$ cat src/common/buck_pwm_regs.svh
// Purpose: constants for the buck switching control block
// Assumes: system clock of 40 MHz
// Notes:   times are kept in their own unit, cycle counts derived from them
`ifndef BUCK_PWM_REGS_SVH
`define BUCK_PWM_REGS_SVH

`define SYS_CLK_HZ        40000000
`define SYS_CLK_PERIOD_NS 25
// switching clock frequency in hertz
`define SW_FREQ_HZ        300000
// switching period in system cycles (rounded down: a longest time)
`define SW_PERIOD_CYC     (`SYS_CLK_HZ / `SW_FREQ_HZ)
// ultrasonic idle time in nanoseconds
`define IDLE_TIME_NS      30000
// idle count, least time rounded up
`define IDLE_CYC          ((`IDLE_TIME_NS + `SYS_CLK_PERIOD_NS - 1) / `SYS_CLK_PERIOD_NS)
// minimum effective frequency in ultrasonic mode
`define MIN_FREQ_HZ       25000
// mode input codes
`define MODE_IN_GND       2'h0
`define MODE_IN_REF       2'h1
`define MODE_IN_VCC       2'h2
`define MODE_IN_RESET     2'h0

`endif

$ cat src/common/buck_pwm_pkg.sv
// Purpose: types for the buck switching control block
// Assumes: nothing beyond the constants header
// Notes:   modes and switching states
package buck_pwm_pkg;

  typedef enum logic [1:0] {
    MODE_AUTO_SKIP,
    MODE_ULTRASONIC,
    MODE_FORCED_PWM
  } mode_e;

  typedef enum logic [2:0] {
    ST_IDLE,
    ST_HIGH_ON,
    ST_LOW_ON,
    ST_ULTRA_LOW,
    ST_DEAD_TO_HIGH,
    ST_DEAD_TO_LOW
  } sw_state_e;

endpackage

$ cat src/rtl/buck_pwm_mode_control.sv
// Functional notes
// RULE1: high side on each clock edge until trip
// RULE2: off portion: high side off, low on
// RULE3: overcurrent ends the on-time at once
// RULE4: overcurrent at clock edge skips pulse
// RULE5: auto skip: zero crossing releases low side
// RULE6: auto skip: skip limit, omit pulses
// RULE7: skip modes switch at constant frequency
// RULE8: ultrasonic: low side after 30us idle
// RULE9: ultrasonic: negative limit or trip starts pulse
// RULE10: idle timer keeps switching above 25kHz
// RULE11: forced pwm ignores zero crossing
// RULE12: forced pwm: low held until next clock
// RULE13: 300kHz switching clock, channels 180 degrees apart
// RULE14: dead time until other gate sensed off
// RULE15: decode mode, hold it through a cycle; the code also takes a new mode mid-cycle while the channel is idle
//
// Purpose: gate sequencing for two step-down channels
// Assumes: comparator flags and gate sense inputs are synchronous to clk_sys
// Notes:   one sequencer per channel, generated; gates only leave flip-flops
//          mode code 3 is taken as forced pwm
`timescale 1ns/10ps
`include "buck_pwm_regs.svh"
module buck_pwm_mode_control
  import buck_pwm_pkg::*;
#(
  parameter int PERIOD_CYC = `SW_PERIOD_CYC,
  parameter int IDLE_CYC   = `IDLE_CYC
) (
  input  wire logic       clk_sys,          // system clock, 40 MHz
  input  wire logic       rst,              // synchronous reset, active high
  input  wire logic [1:0] mode_level,       // three-level mode input, coded
  input  wire logic [1:0] loop_trip,        // ramp crossed error level
  input  wire logic [1:0] over_current,     // positive current limit
  input  wire logic [1:0] zero_cross,       // inductor current at zero
  input  wire logic [1:0] neg_limit,        // negative current limit
  input  wire logic [1:0] skip_limit,       // skip current threshold reached
  input  wire logic [1:0] error_low,        // error level low, pulse may be omitted
  input  wire logic [1:0] high_sensed_off,  // high gate sensed fully off
  input  wire logic [1:0] low_sensed_off,   // low gate sensed fully off
  output logic      [1:0] high_side_gate,   // high side gate drive
  output logic      [1:0] low_side_gate,    // low side gate drive
  output logic      [1:0] mode_active       // decoded mode of channel 0
);

  // idle counter wide enough for the full idle count
  localparam int IW = $clog2(IDLE_CYC + 1);
  localparam logic [IW-1:0] IDLE_LAST = IW'(IDLE_CYC - 1);

  // decode the three-level input; undefined code falls back to forced pwm
  function automatic mode_e decode_mode(input logic [1:0] lvl);
    if (lvl == `MODE_IN_GND) begin
      return MODE_AUTO_SKIP;
    end else if (lvl == `MODE_IN_REF) begin
      return MODE_ULTRASONIC;
    end else begin
      return MODE_FORCED_PWM;
    end
  endfunction

  // live decode; each channel takes it at a cycle boundary or while it is idle
  wire  mode_e live_mode = decode_mode(mode_level);
  wire  [1:0]  sw_edge;

  // RULE13 shared clock, two phases
  // both channels share one counter so their phases can never drift apart
  switch_clock_gen #(
    .PERIOD_CYC (PERIOD_CYC)
  ) u_clk (
    .clk_sys (clk_sys),
    .rst     (rst),
    .edge_a  (sw_edge[0]),
    .edge_b  (sw_edge[1])
  );

  genvar ch;
  generate
    for (ch = 0; ch < 2; ch++) begin : g_ch
      sw_state_e      state;
      sw_state_e      next_state;
      mode_e          mode;
      logic [IW-1:0]  idle_cnt;
      logic           ultra_pulse;

      wire clk_edge = sw_edge[ch];
      wire trip     = loop_trip[ch];
      wire oc       = over_current[ch];
      wire idle_out = (idle_cnt == IDLE_LAST);
      // RULE6 auto skip ends pulse at skip limit
      wire skip_end = (mode == MODE_AUTO_SKIP) && skip_limit[ch];
      // RULE7 skip threshold ends pulse, ultrasonic too
      wire skip_thr = (mode == MODE_ULTRASONIC) && skip_limit[ch];
      // RULE6 omit pulse while error stays low, in both skip modes;
      // without skipping the ultrasonic idle timer could never run out
      wire omit     = (mode != MODE_FORCED_PWM) && error_low[ch];
      // RULE5 zero crossing releases low side; RULE11 not in forced pwm
      wire zc_off   = (mode != MODE_FORCED_PWM) && zero_cross[ch];
      // RULE9 ultrasonic low pulse ends on limit or trip
      wire ultra_end = neg_limit[ch] || trip;
      wire leaving_high = trip || oc || skip_end || skip_thr;

      // next state; every entry to a gate waits in a dead state
      // overcurrent is tested before the edge so no pulse starts into a limit
      always_comb begin
        next_state = state;
        case (state)
          ST_IDLE: begin
            // RULE4 overcurrent at edge skips pulse
            if (clk_edge && oc) begin
              next_state = ST_DEAD_TO_LOW;
            // RULE1 clock edge starts on-time
            end else if (clk_edge && !omit) begin
              next_state = ST_DEAD_TO_HIGH;
            // RULE8 idle timeout drives low side
            end else if (mode == MODE_ULTRASONIC && idle_out) begin
              next_state = ST_DEAD_TO_LOW;
            end
          end
          ST_DEAD_TO_HIGH: begin
            // RULE14 wait low gate sensed off
            if (oc) begin
              next_state = ST_DEAD_TO_LOW;
            end else if (low_sensed_off[ch]) begin
              next_state = ST_HIGH_ON;
            end
          end
          ST_HIGH_ON: begin
            // RULE3 overcurrent ends pulse
            if (leaving_high) begin
              next_state = ST_DEAD_TO_LOW;
            end
          end
          ST_DEAD_TO_LOW: begin
            // RULE14 wait high gate sensed off
            // no timeout: a stuck sense input parks the channel with both gates off
            if (high_sensed_off[ch]) begin
              next_state = ultra_pulse ? ST_ULTRA_LOW : ST_LOW_ON;
            end
          end
          ST_LOW_ON: begin
            // RULE4 still overcurrent: stay low
            if (clk_edge && oc) begin
              next_state = ST_LOW_ON;
            // RULE12 forced pwm holds low to next edge
            end else if (clk_edge && !omit) begin
              next_state = ST_DEAD_TO_HIGH;
            end else if (zc_off) begin
              next_state = ST_IDLE;
            end
          end
          ST_ULTRA_LOW: begin
            // RULE9 release low, start high pulse
            // a clock edge ends it too, so this low pulse never spans a cycle
            if (ultra_end || clk_edge) begin
              next_state = ST_DEAD_TO_HIGH;
            end
          end
          default: next_state = ST_IDLE;
        endcase
      end

      // RULE2 complementary gates from state
      wire next_high = (next_state == ST_HIGH_ON);
      wire next_low  = (next_state == ST_LOW_ON) || (next_state == ST_ULTRA_LOW);
      // RULE15 mode latched at the cycle boundary or while the channel is idle
      wire take_mode = clk_edge || (state == ST_IDLE);
      // only an idle timeout marks a low pulse that the negative limit may end
      wire next_ultra = (state == ST_IDLE) && (next_state == ST_DEAD_TO_LOW)
                        && !clk_edge;

      always_ff @(posedge clk_sys) begin
        if (rst) begin
          state <= ST_IDLE;
          mode  <= MODE_FORCED_PWM;
        end else begin
          state <= next_state;
          if (take_mode) begin
            mode <= live_mode;
          end
        end
      end

      // RULE10 idle timer restarts on any switching
      // it wraps harmlessly in the other modes; only ultrasonic acts on it
      always_ff @(posedge clk_sys) begin
        if (rst || state != ST_IDLE || idle_out) begin
          idle_cnt <= '0;
        end else begin
          idle_cnt <= idle_cnt + IW'(1);
        end
      end

      // gate and marker flops
      // gates leave flip-flops only, so no decode glitch reaches a driver
      always_ff @(posedge clk_sys) begin
        if (rst) begin
          high_side_gate[ch] <= 1'b0;
          low_side_gate[ch]  <= 1'b0;
          ultra_pulse        <= 1'b0;
        end else begin
          high_side_gate[ch] <= next_high;
          low_side_gate[ch]  <= next_low;
          if (next_ultra) begin
            ultra_pulse <= 1'b1;
          end else if (next_state == ST_DEAD_TO_HIGH) begin
            ultra_pulse <= 1'b0;
          end
        end
      end
    end
  endgenerate

  // channel 0 mode shown for observation
  // limitation: channel 1 decodes the same input but is not shown
  always_ff @(posedge clk_sys) begin
    if (rst) begin
      mode_active <= 2'h0;
    end else begin
      mode_active <= 2'(g_ch[0].mode);
    end
  end

endmodule

$ cat src/rtl/switch_clock_gen.sv
// Purpose: switching clock edge generator for two out-of-phase channels
// Assumes: period parameter is at least two system cycles
// Notes:   one pulse per period per channel, channel b offset by half a period
`timescale 1ns/10ps
module switch_clock_gen #(
  parameter int PERIOD_CYC = 133
) (
  input  wire logic clk_sys,      // system clock
  input  wire logic rst,          // synchronous reset, active high
  output logic      edge_a,       // switching edge, channel a
  output logic      edge_b        // switching edge, channel b
);

  localparam int CW = $clog2(PERIOD_CYC + 1);
  localparam logic [CW-1:0] LAST = CW'(PERIOD_CYC - 1);
  // channel a fires after LAST, so channel b fires after the count one short of half a period
  localparam logic [CW-1:0] HALF = CW'(PERIOD_CYC / 2 - 1);

  logic [CW-1:0] phase_cnt;
  wire  [CW-1:0] next_phase_cnt = (phase_cnt == LAST) ? '0 : phase_cnt + CW'(1);

  // free running phase counter; channel b fires half a period later
  always_ff @(posedge clk_sys) begin
    if (rst) begin
      phase_cnt <= '0;
      edge_a    <= 1'b0;
      edge_b    <= 1'b0;
    end else begin
      phase_cnt <= next_phase_cnt;
      edge_a    <= (phase_cnt == LAST);
      edge_b    <= (phase_cnt == HALF);
    end
  end

endmodule

$ cat config.mk
export PLATFORM = sky130hd
export DESIGN_NAME = buck_pwm_mode_control
export DESIGN_NICKNAME = d
export VERILOG_FILES = /design/src/common/buck_pwm_pkg.sv /design/src/rtl/buck_pwm_mode_control.sv /design/src/rtl/switch_clock_gen.sv
export VERILOG_INCLUDE_DIRS = /design/src /design/src/common
export SDC_FILE = /design/constraint.sdc
export NUM_CORES = 1
export LEC_CHECK = 0
export BUFFER_PORTS_ARGS = -buffer_cell sky130_fd_sc_hd__buf_2
export CELL_PAD_IN_SITES_DETAIL_PLACEMENT = 0
export CELL_PAD_IN_SITES_GLOBAL_PLACEMENT = 1
export CORE_MARGIN = 3
export CORE_UTILIZATION = 40
export CTS_CLUSTER_DIAMETER = 30
export DETAILED_ROUTE_END_ITERATION = 16
export GPL_TIMING_DRIVEN = 0
export PLACE_DENSITY = 0.83
export SLEW_MARGIN = 10
export SYNTH_ARGS = -nofsm -noshare
export SYNTH_HDL_FRONTEND = slang
export SYNTH_SLANG_ARGS = --single-unit
$ cat constraint.sdc
create_clock -name clk_sys -period 1.58 [get_ports clk_sys]
set_input_delay 0.158 -clock clk_sys [delete_from_list [all_inputs] [get_ports clk_sys]]
set_output_delay 0.158 -clock clk_sys [all_outputs]
set_load 0.01 [all_outputs]
==> run summary, run 1 <==
status -> finished with violations
failing checks -> negative setup slack
post-synth top area share -> 0.4303
critical path arrival -> 1.94 ns
Max Fclk -> 583.2 MHz
Pre-Repair DR Iteration Count -> 5
crit path buf inv count -> 0
Hold EP -> mode_active[1]
total CTS buffers -> 5
Syn Area/Cell -> 8.946 um2
Worst Hold Slack -> 0.08245 ns
RSZ-0062 raised after global routing -> true
asr flop ratio synth -> 0
flops & latches, synth -> 50
via count -> 1960
peak supply drop -> 0.0007954 V
PnR worst setup slack -> -0.1347 ns
area delta synth->final -> 23.08%
Clock Tree Buf Depth -> 2
RR Endpoint -> g_ch[1].ultra_pulse
Worst path max stage delay -> 0.41 ns
layout cells sized above 1 -> 0.2767
worst slew pin tran -> 0.4986 ns
clk sink count -> 50
critical path launch point -> g_ch[1].idle_cnt[0]
WL per Instance -> 12.41 um
slowest CP cell -> a2111oi_4
delay-heaviest family, CP -> compound AO/OA/AOI/OAI gates
overall die width -> 82.26 um
ys flop type -> dfxtp_1
Final Hold Fails -> 0
WL met3 -> 203 um
max-cap viol count -> 0
met2 wire length -> 2.062 mm
PortBufs -> 25
leakage power -> 1.072 nW
Mapped Cells -> 260
DRT iter0 DRCs -> 107
register area -> 1017 um2
later-pin clock latency in the skew report -> 0.31 ns
Post-synth EDFFs -> 0
CP endpoint kind -> register
Ant. Diodes -> 0
Rel. slew slack -> 0.6676
final setup violation count -> 6
Synth cell types -> 49
first-pass GRT wire length -> 8.086 mm
Final ANT Viol Nets -> 0
NumNets Final -> 324
register area share after synthesis -> 0.4303
Clock Skew -> 0.01208 ns
vias in the first global route -> 1785
crit path kind -> reg2reg
Worst Path Max Fanout -> 3
via/cell ratio -> 5.269
GP Congestion -> 0.8027
core box area -> 5574 um2
total wire length -> 4.615 mm
Worst R2R Setup Slack -> -0.13 ns
synthesized cell area -> 2326 um2
Filler cells -> 535
met1 wire length -> 2.302 mm
CP Cell Sequence -> ha_4 > and4_4 > nand4_1 > a2111oi_4 > o311ai_1 > a221oi_2
Ports -> 26
Initial Util -> 0.4173
cell taking the most area after synthesis -> dfxtp_1
residual overflow from global routing -> 0
Reg clk slew, reported paths -> 0.10 ns
Die ar. -> 6766 um2
CP required -> 1.80 ns
row cnt -> 27
H-tree levels -> 2
Die H -> 82.26 um
total track usage -> 0.1505
PD cells -> 1363 nW/um2
# DRC -> 0
total power -> 0.003903 W
Final Non-Filler Cells -> 372
Max Slew Vio Count -> 0
Placed Cells -> 357
Ys Warns -> 0
synth top area cells -> dfxtp_1, nor2_1, xnor2_1
syn nets -> 285
Layout Utilization -> 0.5136
DR top layer -> met4
multi-input logic area -> 1410 um2
worst hold stages -> 2
hold_sp -> rst
hpwl dp -> 3.236 mm
Final Cycle Share -> 1.085
Worst Reg-to-Reg Cells -> 6
Final Critical Period -> 1.715 ns
antenna violations before repair -> 0
worst r2r src -> g_ch[1].idle_cnt[0]
root buffer cell -> clkbuf_8
CTS tree -> done
pin count of the biggest net entering global routing -> 18
startpoint types -> register
Worst Hold Class -> in2reg
through the flow:
step | setup TNS [ns] | instance area [um2] | worst slack, ns
final | -0.3436 | 2863 | -0.1347
after global routing | -1.020 | 2863 | -0.2451
after global placement | -3.152 | 2584 | -0.1953
after detailed placement | -2.908 | 2584 | -0.2070
after CTS | -0.1759 | 2825 | -0.1176
after floorplan | -0.05858 | 2369 | -0.03298
synth_stat cells (all sizes together), types with 4 or more instances:
library cell,n
xor2,10
o21ai,8
inv,11
or3,6
xnor2,12
nand2b,5
nor2b,7
nor2,43
and3,6
clkbuf,4
nand2,14
dfxtp,50
and2,6
a21oi,10
nand3,14
ha,5
nand4,5
worst max path at each step:
| stage | depth (start not counted) | endpoint |
|---|---|---|
| floorplan | 6 | g_ch[1].ultra_pulse |
| global placement | 4 | high_side_gate[1] |
| detailed placement | 6 | g_ch[1].ultra_pulse |
| CTS | 6 | g_ch[1].ultra_pulse |
| global route | 6 | g_ch[1].ultra_pulse |
| finish | 6 | g_ch[1].ultra_pulse |
flip-flops by register name, summed over array words and instances (netlist names):
name and count:
g_ch.mode 4, u_clk.edge_a 1, high_side_gate 2, low_side_gate 2, mode_active 2, u_clk.phase_cnt 8
u_clk.edge_b 1, g_ch.state 6, g_ch.idle_cnt 22, g_ch.ultra_pulse 2
cells by family (layout without fill, tap and decap cells):
family                   after synthesis  in the layout  synth area share
AO/OA/AOI/OAI                         41             41            0.1377
AND/OR/NAND/NOR                      125            125            0.2937
buffers and inverters                 17             57           0.02851
flip-flops                            50             50            0.4303
adder cells (fa/ha/maj)                5              5           0.02690
XOR/XNOR                              22             22           0.08284
where the power goes:
| group | switching, W | internal, W |
|---|---|---|
| Clock | 0.000448 | 0.000317 |
| Combinational | 0.000742 | 0.000711 |
| Sequential | 0.000198 | 0.00149 |
layout by cell type, fill, tap and decap left out, drive strengths merged, types with 3 or more instances in the layout:
| cell type | netlist | routed |
|---|---|---|
| ha | 5 | 5 |
| a221oi | 3 | 3 |
| buf | 2 | 35 |
| xnor2 | 12 | 12 |
| nor3b | 3 | 3 |
| or3 | 6 | 6 |
| nor4b | 3 | 3 |
| nand2 | 14 | 14 |
| nor3 | 3 | 3 |
| o21ai | 8 | 8 |
| and2 | 6 | 6 |
| inv | 11 | 12 |
| nor2 | 43 | 43 |
| xor2 | 10 | 10 |
| a21oi | 10 | 10 |
| and3 | 6 | 6 |
| nand4 | 5 | 5 |
| clkbuf | 4 | 8 |
| nand2b | 5 | 5 |
| nand3 | 14 | 14 |
| dfxtp | 50 | 50 |
| nor2b | 7 | 7 |
timing repair:
action                                  4_1_cts  5_1_grt
pin swaps                                    10        6
endpoints found under the setup margin       31       29
setup buffers                                 7        1
resized for setup                            19       12
hold buffers                                  0        0
area by class of cell:
cell class | count | area share
multi-input combinational | 193 | 0.4926
sequential | 50 | 0.3553
timing repair buffer | 33 | 0.06600
tap | 72 | 0.03147
clock buffer | 5 | 0.02404
inverter | 11 | 0.01442
clock inverter | 3 | 0.008304
buffer | 5 | 0.007867
per-layer routing:
metal	up-vias	track usage
met2	36	0.2332
li1	995	-
met1	923	0.2101
met5	-	0
met3	6	0.03688
met4	0	0.03488
No activity file was read; power rests on OpenSTA's default activity.
==> run 2, diff against run 1 <==
GPL_TIMING_DRIVEN = unset   (was 0)
==> run summary, run 2 (synthesis gave the netlist of run 1 again) <==
multi-input logic area -> 1411 um2 (about the same)
CP required -> 1.80 ns (about the same)
crit path buf inv count -> 0 (unchanged)
Die ar. -> 6766 um2 (unchanged)
row cnt -> 27 (unchanged)
max reg flops -> 22 (unchanged)
Initial Util -> 0.4173 (unchanged)
Biggest register -> g_ch.idle_cnt
NumNets Final -> 345 (+6.5%)
root buffer cell -> clkbuf_8
Rel. slew slack -> 0.7428 (+0.07521)
CP endpoint kind -> register
Worst Path Max Fanout -> 3 (unchanged)
later-pin clock latency in the skew report -> 0.30 ns (about the same)
antenna violations before repair -> 0 (unchanged)
hpwl dp -> 3.572 mm (+10%)
layout cells sized above 1 -> 0.3178 (+0.04109)
core box area -> 5574 um2 (unchanged)
register area -> 1010 um2 (-0.74%)
PD cells -> 1377 nW/um2 (+0.98%)
peak supply drop -> 0.0006128 V (-23%)
worst slew pin tran -> 0.3835 ns (-0.1151 ns)
max-cap viol count -> 0 (unchanged)
commonest cells after routing, fill and taps aside -> nor2_1, dfxtp_1, buf_4
final instance area -> 3043 um2 (+6.3%)
total CTS buffers -> 5 (unchanged)
vias in the first global route -> 1881 (+5.4%)
PnR worst setup slack -> -0.08497 ns (+0.04973 ns)
pin count of the biggest net entering global routing -> 16 (-2)
failing checks -> negative setup slack
Clock Tree Buf Depth -> 2 (unchanged)
WL per Instance -> 12.66 um (+2.1%)
placed inst area -> 2791 um2 (+8.0%)
overall die width -> 82.26 um (unchanged)
leakage power -> 1.218 nW (+14%)
Filler cells -> 516 (-3.6%)
via/cell ratio -> 5.102 (-3.2%)
clk sink count -> 50 (unchanged)
Regs by FF count -> g_ch.idle_cnt x22, u_clk.phase_cnt x8, g_ch.state x6
RSZ-0062 raised after global routing -> true
total power -> 0.004189 W (+7.3%)
startpoint types -> register
Post-Route Setup TNS -> -0.1453 ns (+0.1982 ns)
critical path arrival -> 1.89 ns (-0.05 ns)
status -> finished with violations
# DRC -> 0 (unchanged)
final setup violation count -> 4 (-2)
Ports -> 26 (unchanged)
Final Critical Period -> 1.665 ns (-0.04973 ns)
Layout Utilization -> 0.5459 (+0.03232)
Worst path max stage delay -> 0.36 ns (-0.05 ns)
DRT iter0 DRCs -> 85 (-21%)
Worst Hold Class -> in2reg
Final Hold Fails -> 0 (unchanged)
crit path kind -> reg2reg
H-tree levels -> 2 (unchanged)
Reg clk slew, reported paths -> 0.09 ns (about the same)
# hold bufs at CTS -> 0 (unchanged)
Final ANT Viol Nets -> 0 (unchanged)
Ant. Diodes -> 0 (unchanged)
Clock Skew -> 0.009464 ns (-0.002615 ns)
area delta synth->final -> 30.82%
Final Cycle Share -> 1.054 (-0.03148)
CTS tree -> done
Max Fclk -> 600.6 MHz (+3.0%)
first-pass GRT wire length -> 8.217 mm (+1.6%)
slowest CP cell -> dfxtp_2
delay-heaviest family, CP -> compound AO/OA/AOI/OAI gates
residual overflow from global routing -> 0 (unchanged)
GP Congestion -> 0.8317 (+3.6%)
PortBufs -> 25 (unchanged)
Max Slew Vio Count -> 0 (unchanged)
Pre-Repair DR Iteration Count -> 4 (-1)
total track usage -> 0.1559 (+0.005344)
CP Cell Sequence -> ha_4 > and4_4 > nand4_1 > a2111oi_4 > o311ai_1 > a221oi_2
Die H -> 82.26 um (unchanged)
via count -> 2005 (+2.3%)
total wire length -> 4.976 mm (+7.8%)
-- run 2: changes by cell type in the layout (fill, tap and decap cells not counted), sizes merged --
cell and change:
clkinvlp -1, clkbuf -2, bufinv +1, buf +24, inv -1
-- run 2: final timing paths --
path / cells after the start / slack [ns] / to / startpoint
setup reg to reg: 6 / -0.08 / g_ch[1].ultra_pulse / g_ch[1].idle_cnt[0]
hold / removal: 3 / 0.16 / g_ch[0].mode[1] / mode_level[1]
setup / recovery: 6 / -0.08 / g_ch[1].ultra_pulse / g_ch[1].idle_cnt[0]
hold reg to reg: 2 / 0.48 / g_ch[1].mode[0] / g_ch[1].mode[0]
-- run 2: stage by stage --
stage                     hold slack (ns)  cells  worst slack, ns
after floorplan                    0.2296    260         -0.03298
after detailed placement           0.4647    382          -0.1201
after global routing               0.1658    393          -0.1973
final                              0.1608    393         -0.08497
after CTS                          0.1537    394         -0.05539
after global placement             0.4556    382          -0.1099
-- run 2: repair_timing --
| item | 4_1_cts | 5_1_grt |
|---|---|---|
| endpoints found under the setup margin | 7 | 8 |
| setup buffers | 4 | 0 |
| pin swaps | 13 | 4 |
| gates cloned | 0 | 0 |
| gates resized for setup | 11 | 12 |
-- run 2: report_power, final --
part	switching (W)	internal, W	total [W]
clock	0.000410	0.000472	0.000883
sequential	0.000161	0.00149	0.00165
combinational	0.000849	0.000809	0.00166
-- run 2: final cells by class --
cell class,count,area share
Clock buffer,6,0.02385
Multi-Input combinational cell,193,0.4638
Tap cell,72,0.02961
Inverter,11,0.01357
Timing Repair Buffer,59,0.1250
Clock inverter,2,0.01234
Sequential cell,50,0.3318
-- run 2: routing by layer --
metal	vias up	wire length, um	global-route usage
met3	6	216	0.03471
met2	31	2358	0.2468
met1	926	2369	0.2019
li1	1042	-	-
met4	0	32	0.06977
met5	-	0	0
-- run 2: worst min-delay path: stages --
cell and delay (ns):
buf_2 0.11, o21ai_0 0.09, nand3_1 0.08
==> run 3, diff against run 2 <==
PLACE_DENSITY = unset   (was 0.83)
PLACE_DENSITY_LB_ADDON = 0.1   (was unset)
==> run summary, run 3 (synthesis gave the netlist of run 1 again) <==
Regs by FF count -> g_ch.idle_cnt x22, u_clk.phase_cnt x8, g_ch.state x6
Ports -> 26 (unchanged)
Rel. slew slack -> 0.6809 (-0.06186)
final setup violation count -> 4 (unchanged)
residual overflow from global routing -> 0 (unchanged)
Die H -> 82.26 um (unchanged)
via/cell ratio -> 4.995 (-2.1%)
total track usage -> 0.1570 (+0.001081)
worst hold stages -> 3 (unchanged)
hpwl dp -> 3.609 mm (+1.1%)
row cnt -> 27 (unchanged)
total CTS buffers -> 5 (unchanged)
PD cells -> 1304 nW/um2 (-5.3%)
Final Critical Period -> 1.736 ns (+0.07101 ns)
CTS tree -> done
Worst Path Max Fanout -> 3 (unchanged)
Clock Skew -> 0.006642 ns (-0.002822 ns)
startpoint types -> register
Biggest register -> g_ch.idle_cnt
combinational share of power -> 0.405 (+0.009)
Worst Reg-to-Reg Cells -> 6 (unchanged)
# DRC -> 0 (unchanged)
DRT iter0 DRCs -> 47 (-45%)
share of power burned in registers -> 0.422 (+0.028)
crit path kind -> reg2reg
Clock Tree Buf Depth -> 2 (unchanged)
Switching Share -> 0.3452 (+0.006200)
peak supply drop -> 0.0005093 V (-17%)
Layout Utilization -> 0.5394 (-0.006509)
antenna violations before repair -> 0 (unchanged)
pin count of the biggest net entering global routing -> 16 (unchanged)
Reg clk slew, reported paths -> 0.08 ns (about the same)
max-cap viol count -> 0 (unchanged)
Worst Hold Class -> in2reg
status -> finished with violations
area delta synth->final -> 29.26%
Final Cycle Share -> 1.099 (+0.04494)
CP required -> 1.78 ns (-0.02 ns)
failing checks -> negative setup slack
overall die width -> 82.26 um (unchanged)
Cell Int Power -> 0.002567 W (-7.3%)
first-pass GRT wire length -> 8.321 mm (+1.3%)
PortBufs -> 25 (unchanged)
# hold bufs at CTS -> 0 (unchanged)
CP endpoint kind -> register
total power -> 0.003920 W (-6.4%)
Initial Util -> 0.4173 (unchanged)
Max Fclk -> 576.0 MHz (-4.1%)
commonest cells after routing, fill and taps aside -> nor2_1, dfxtp_1, buf_4
Final Hold Fails -> 0 (unchanged)
critical path arrival -> 1.94 ns (+0.05 ns)
GP Congestion -> 0.8103 (-2.6%)
later-pin clock latency in the skew report -> 0.29 ns (about the same)
NetSw -> 0.001353 W (-4.7%)
total wire length -> 4.891 mm (-1.7%)
PnR worst setup slack -> -0.1560 ns (-0.07101 ns)
leakage power -> 1.194 nW (-2.0%)
Die ar. -> 6766 um2 (unchanged)
layout cells sized above 1 -> 0.3031 (-0.01463)
worst slew pin tran -> 0.4749 ns (+0.09145 ns)
via count -> 1958 (-2.3%)
Ant. Diodes -> 0 (unchanged)
Max Slew Vio Count -> 0 (unchanged)
vias in the first global route -> 1851 (-1.6%)
RSZ-0062 raised after global routing -> true
core box area -> 5574 um2 (unchanged)
NumNets Final -> 345 (unchanged)
root buffer cell -> clkbuf_8
WL per Instance -> 12.48 um (-1.5%)
H-tree levels -> 2 (unchanged)
Clk network pwr share -> 0.174 (-0.037)
max reg flops -> 22 (unchanged)
Pre-Repair DR Iteration Count -> 4 (unchanged)
Final ANT Viol Nets -> 0 (unchanged)
clk sink count -> 50 (unchanged)
## run 3: cell count changes in the layout (fill, tap and decap cells not counted), sizes merged
cell      delta
clkinvlp     -1
bufinv       -1
clkbuf       +1
## run 3: power by group through the flow
stage	logic [W]	registers (W)	clock network (W)
5_1_grt	0.00176	0.00170	0.000773
2_1_floorplan	0.000908	0.00167	0
6_report	0.00159	0.00165	0.000680
3_5_place_dp	0.00139	0.00168	0
4_1_cts	0.00151	0.00166	0.000726
3_3_place_gp	0.00140	0.00168	0
## run 3: metrics by stage
stage / hold slack [ns] / std cells / worst slack (ns) / TNS, ns / area [um2]
after global routing: 0.1629 / 392 / -0.2659 / -0.7415 / 3007
after detailed placement: 0.4574 / 385 / -0.1625 / -0.4016 / 2814
final: 0.1542 / 392 / -0.1560 / -0.2596 / 3007
after floorplan: 0.2296 / 260 / -0.03298 / -0.05858 / 2369
after CTS: 0.1394 / 392 / -0.1169 / -0.1552 / 2955
after global placement: 0.4561 / 385 / -0.1161 / -0.2909 / 2814
## run 3: layout make-up
cell class              instances  area (um2)
clock buffers                   7       76.32
flip-flops and latches         50        1012
repair buffers                 59       380.4
well taps                      72       90.09
multi-input cells             193        1406
inverters                      11       41.29
fillers                       533        2567
## run 3: worst paths after layout
path,startpoint,end,slack (ns)
worst max-delay path,g_ch[1].idle_cnt[1],g_ch[1].ultra_pulse,-0.16
worst min-delay path,mode_level[1],g_ch[0].mode[1],0.15
worst max register to register,g_ch[1].idle_cnt[1],g_ch[1].ultra_pulse,-0.16
worst min register to register,g_ch[1].mode[0],g_ch[1].mode[0],0.48
## run 3: per-layer routing
metal  up-vias  wire length, um  GRT usage
li1       1039                -          -
met1       899             2508     0.2148
met2        15             2199     0.2380
met3         5              127    0.04013
met4         0               56    0.05482
met5         -                0          0
## run 3: critical path: stages (launching register included)
cell	delay [ns]
dfxtp_2	0.36
ha_4	0.13
and4_4	0.21
nand4_1	0.19
a2111oi_4	0.36
o311ai_1	0.16
a221oi_2	0.24
## run 3: timing repair
action	4_1_cts	5_1_grt
resized for setup	13	9
pin swaps	14	4
setup endpoints to repair	5	12
buffers inserted	0	0
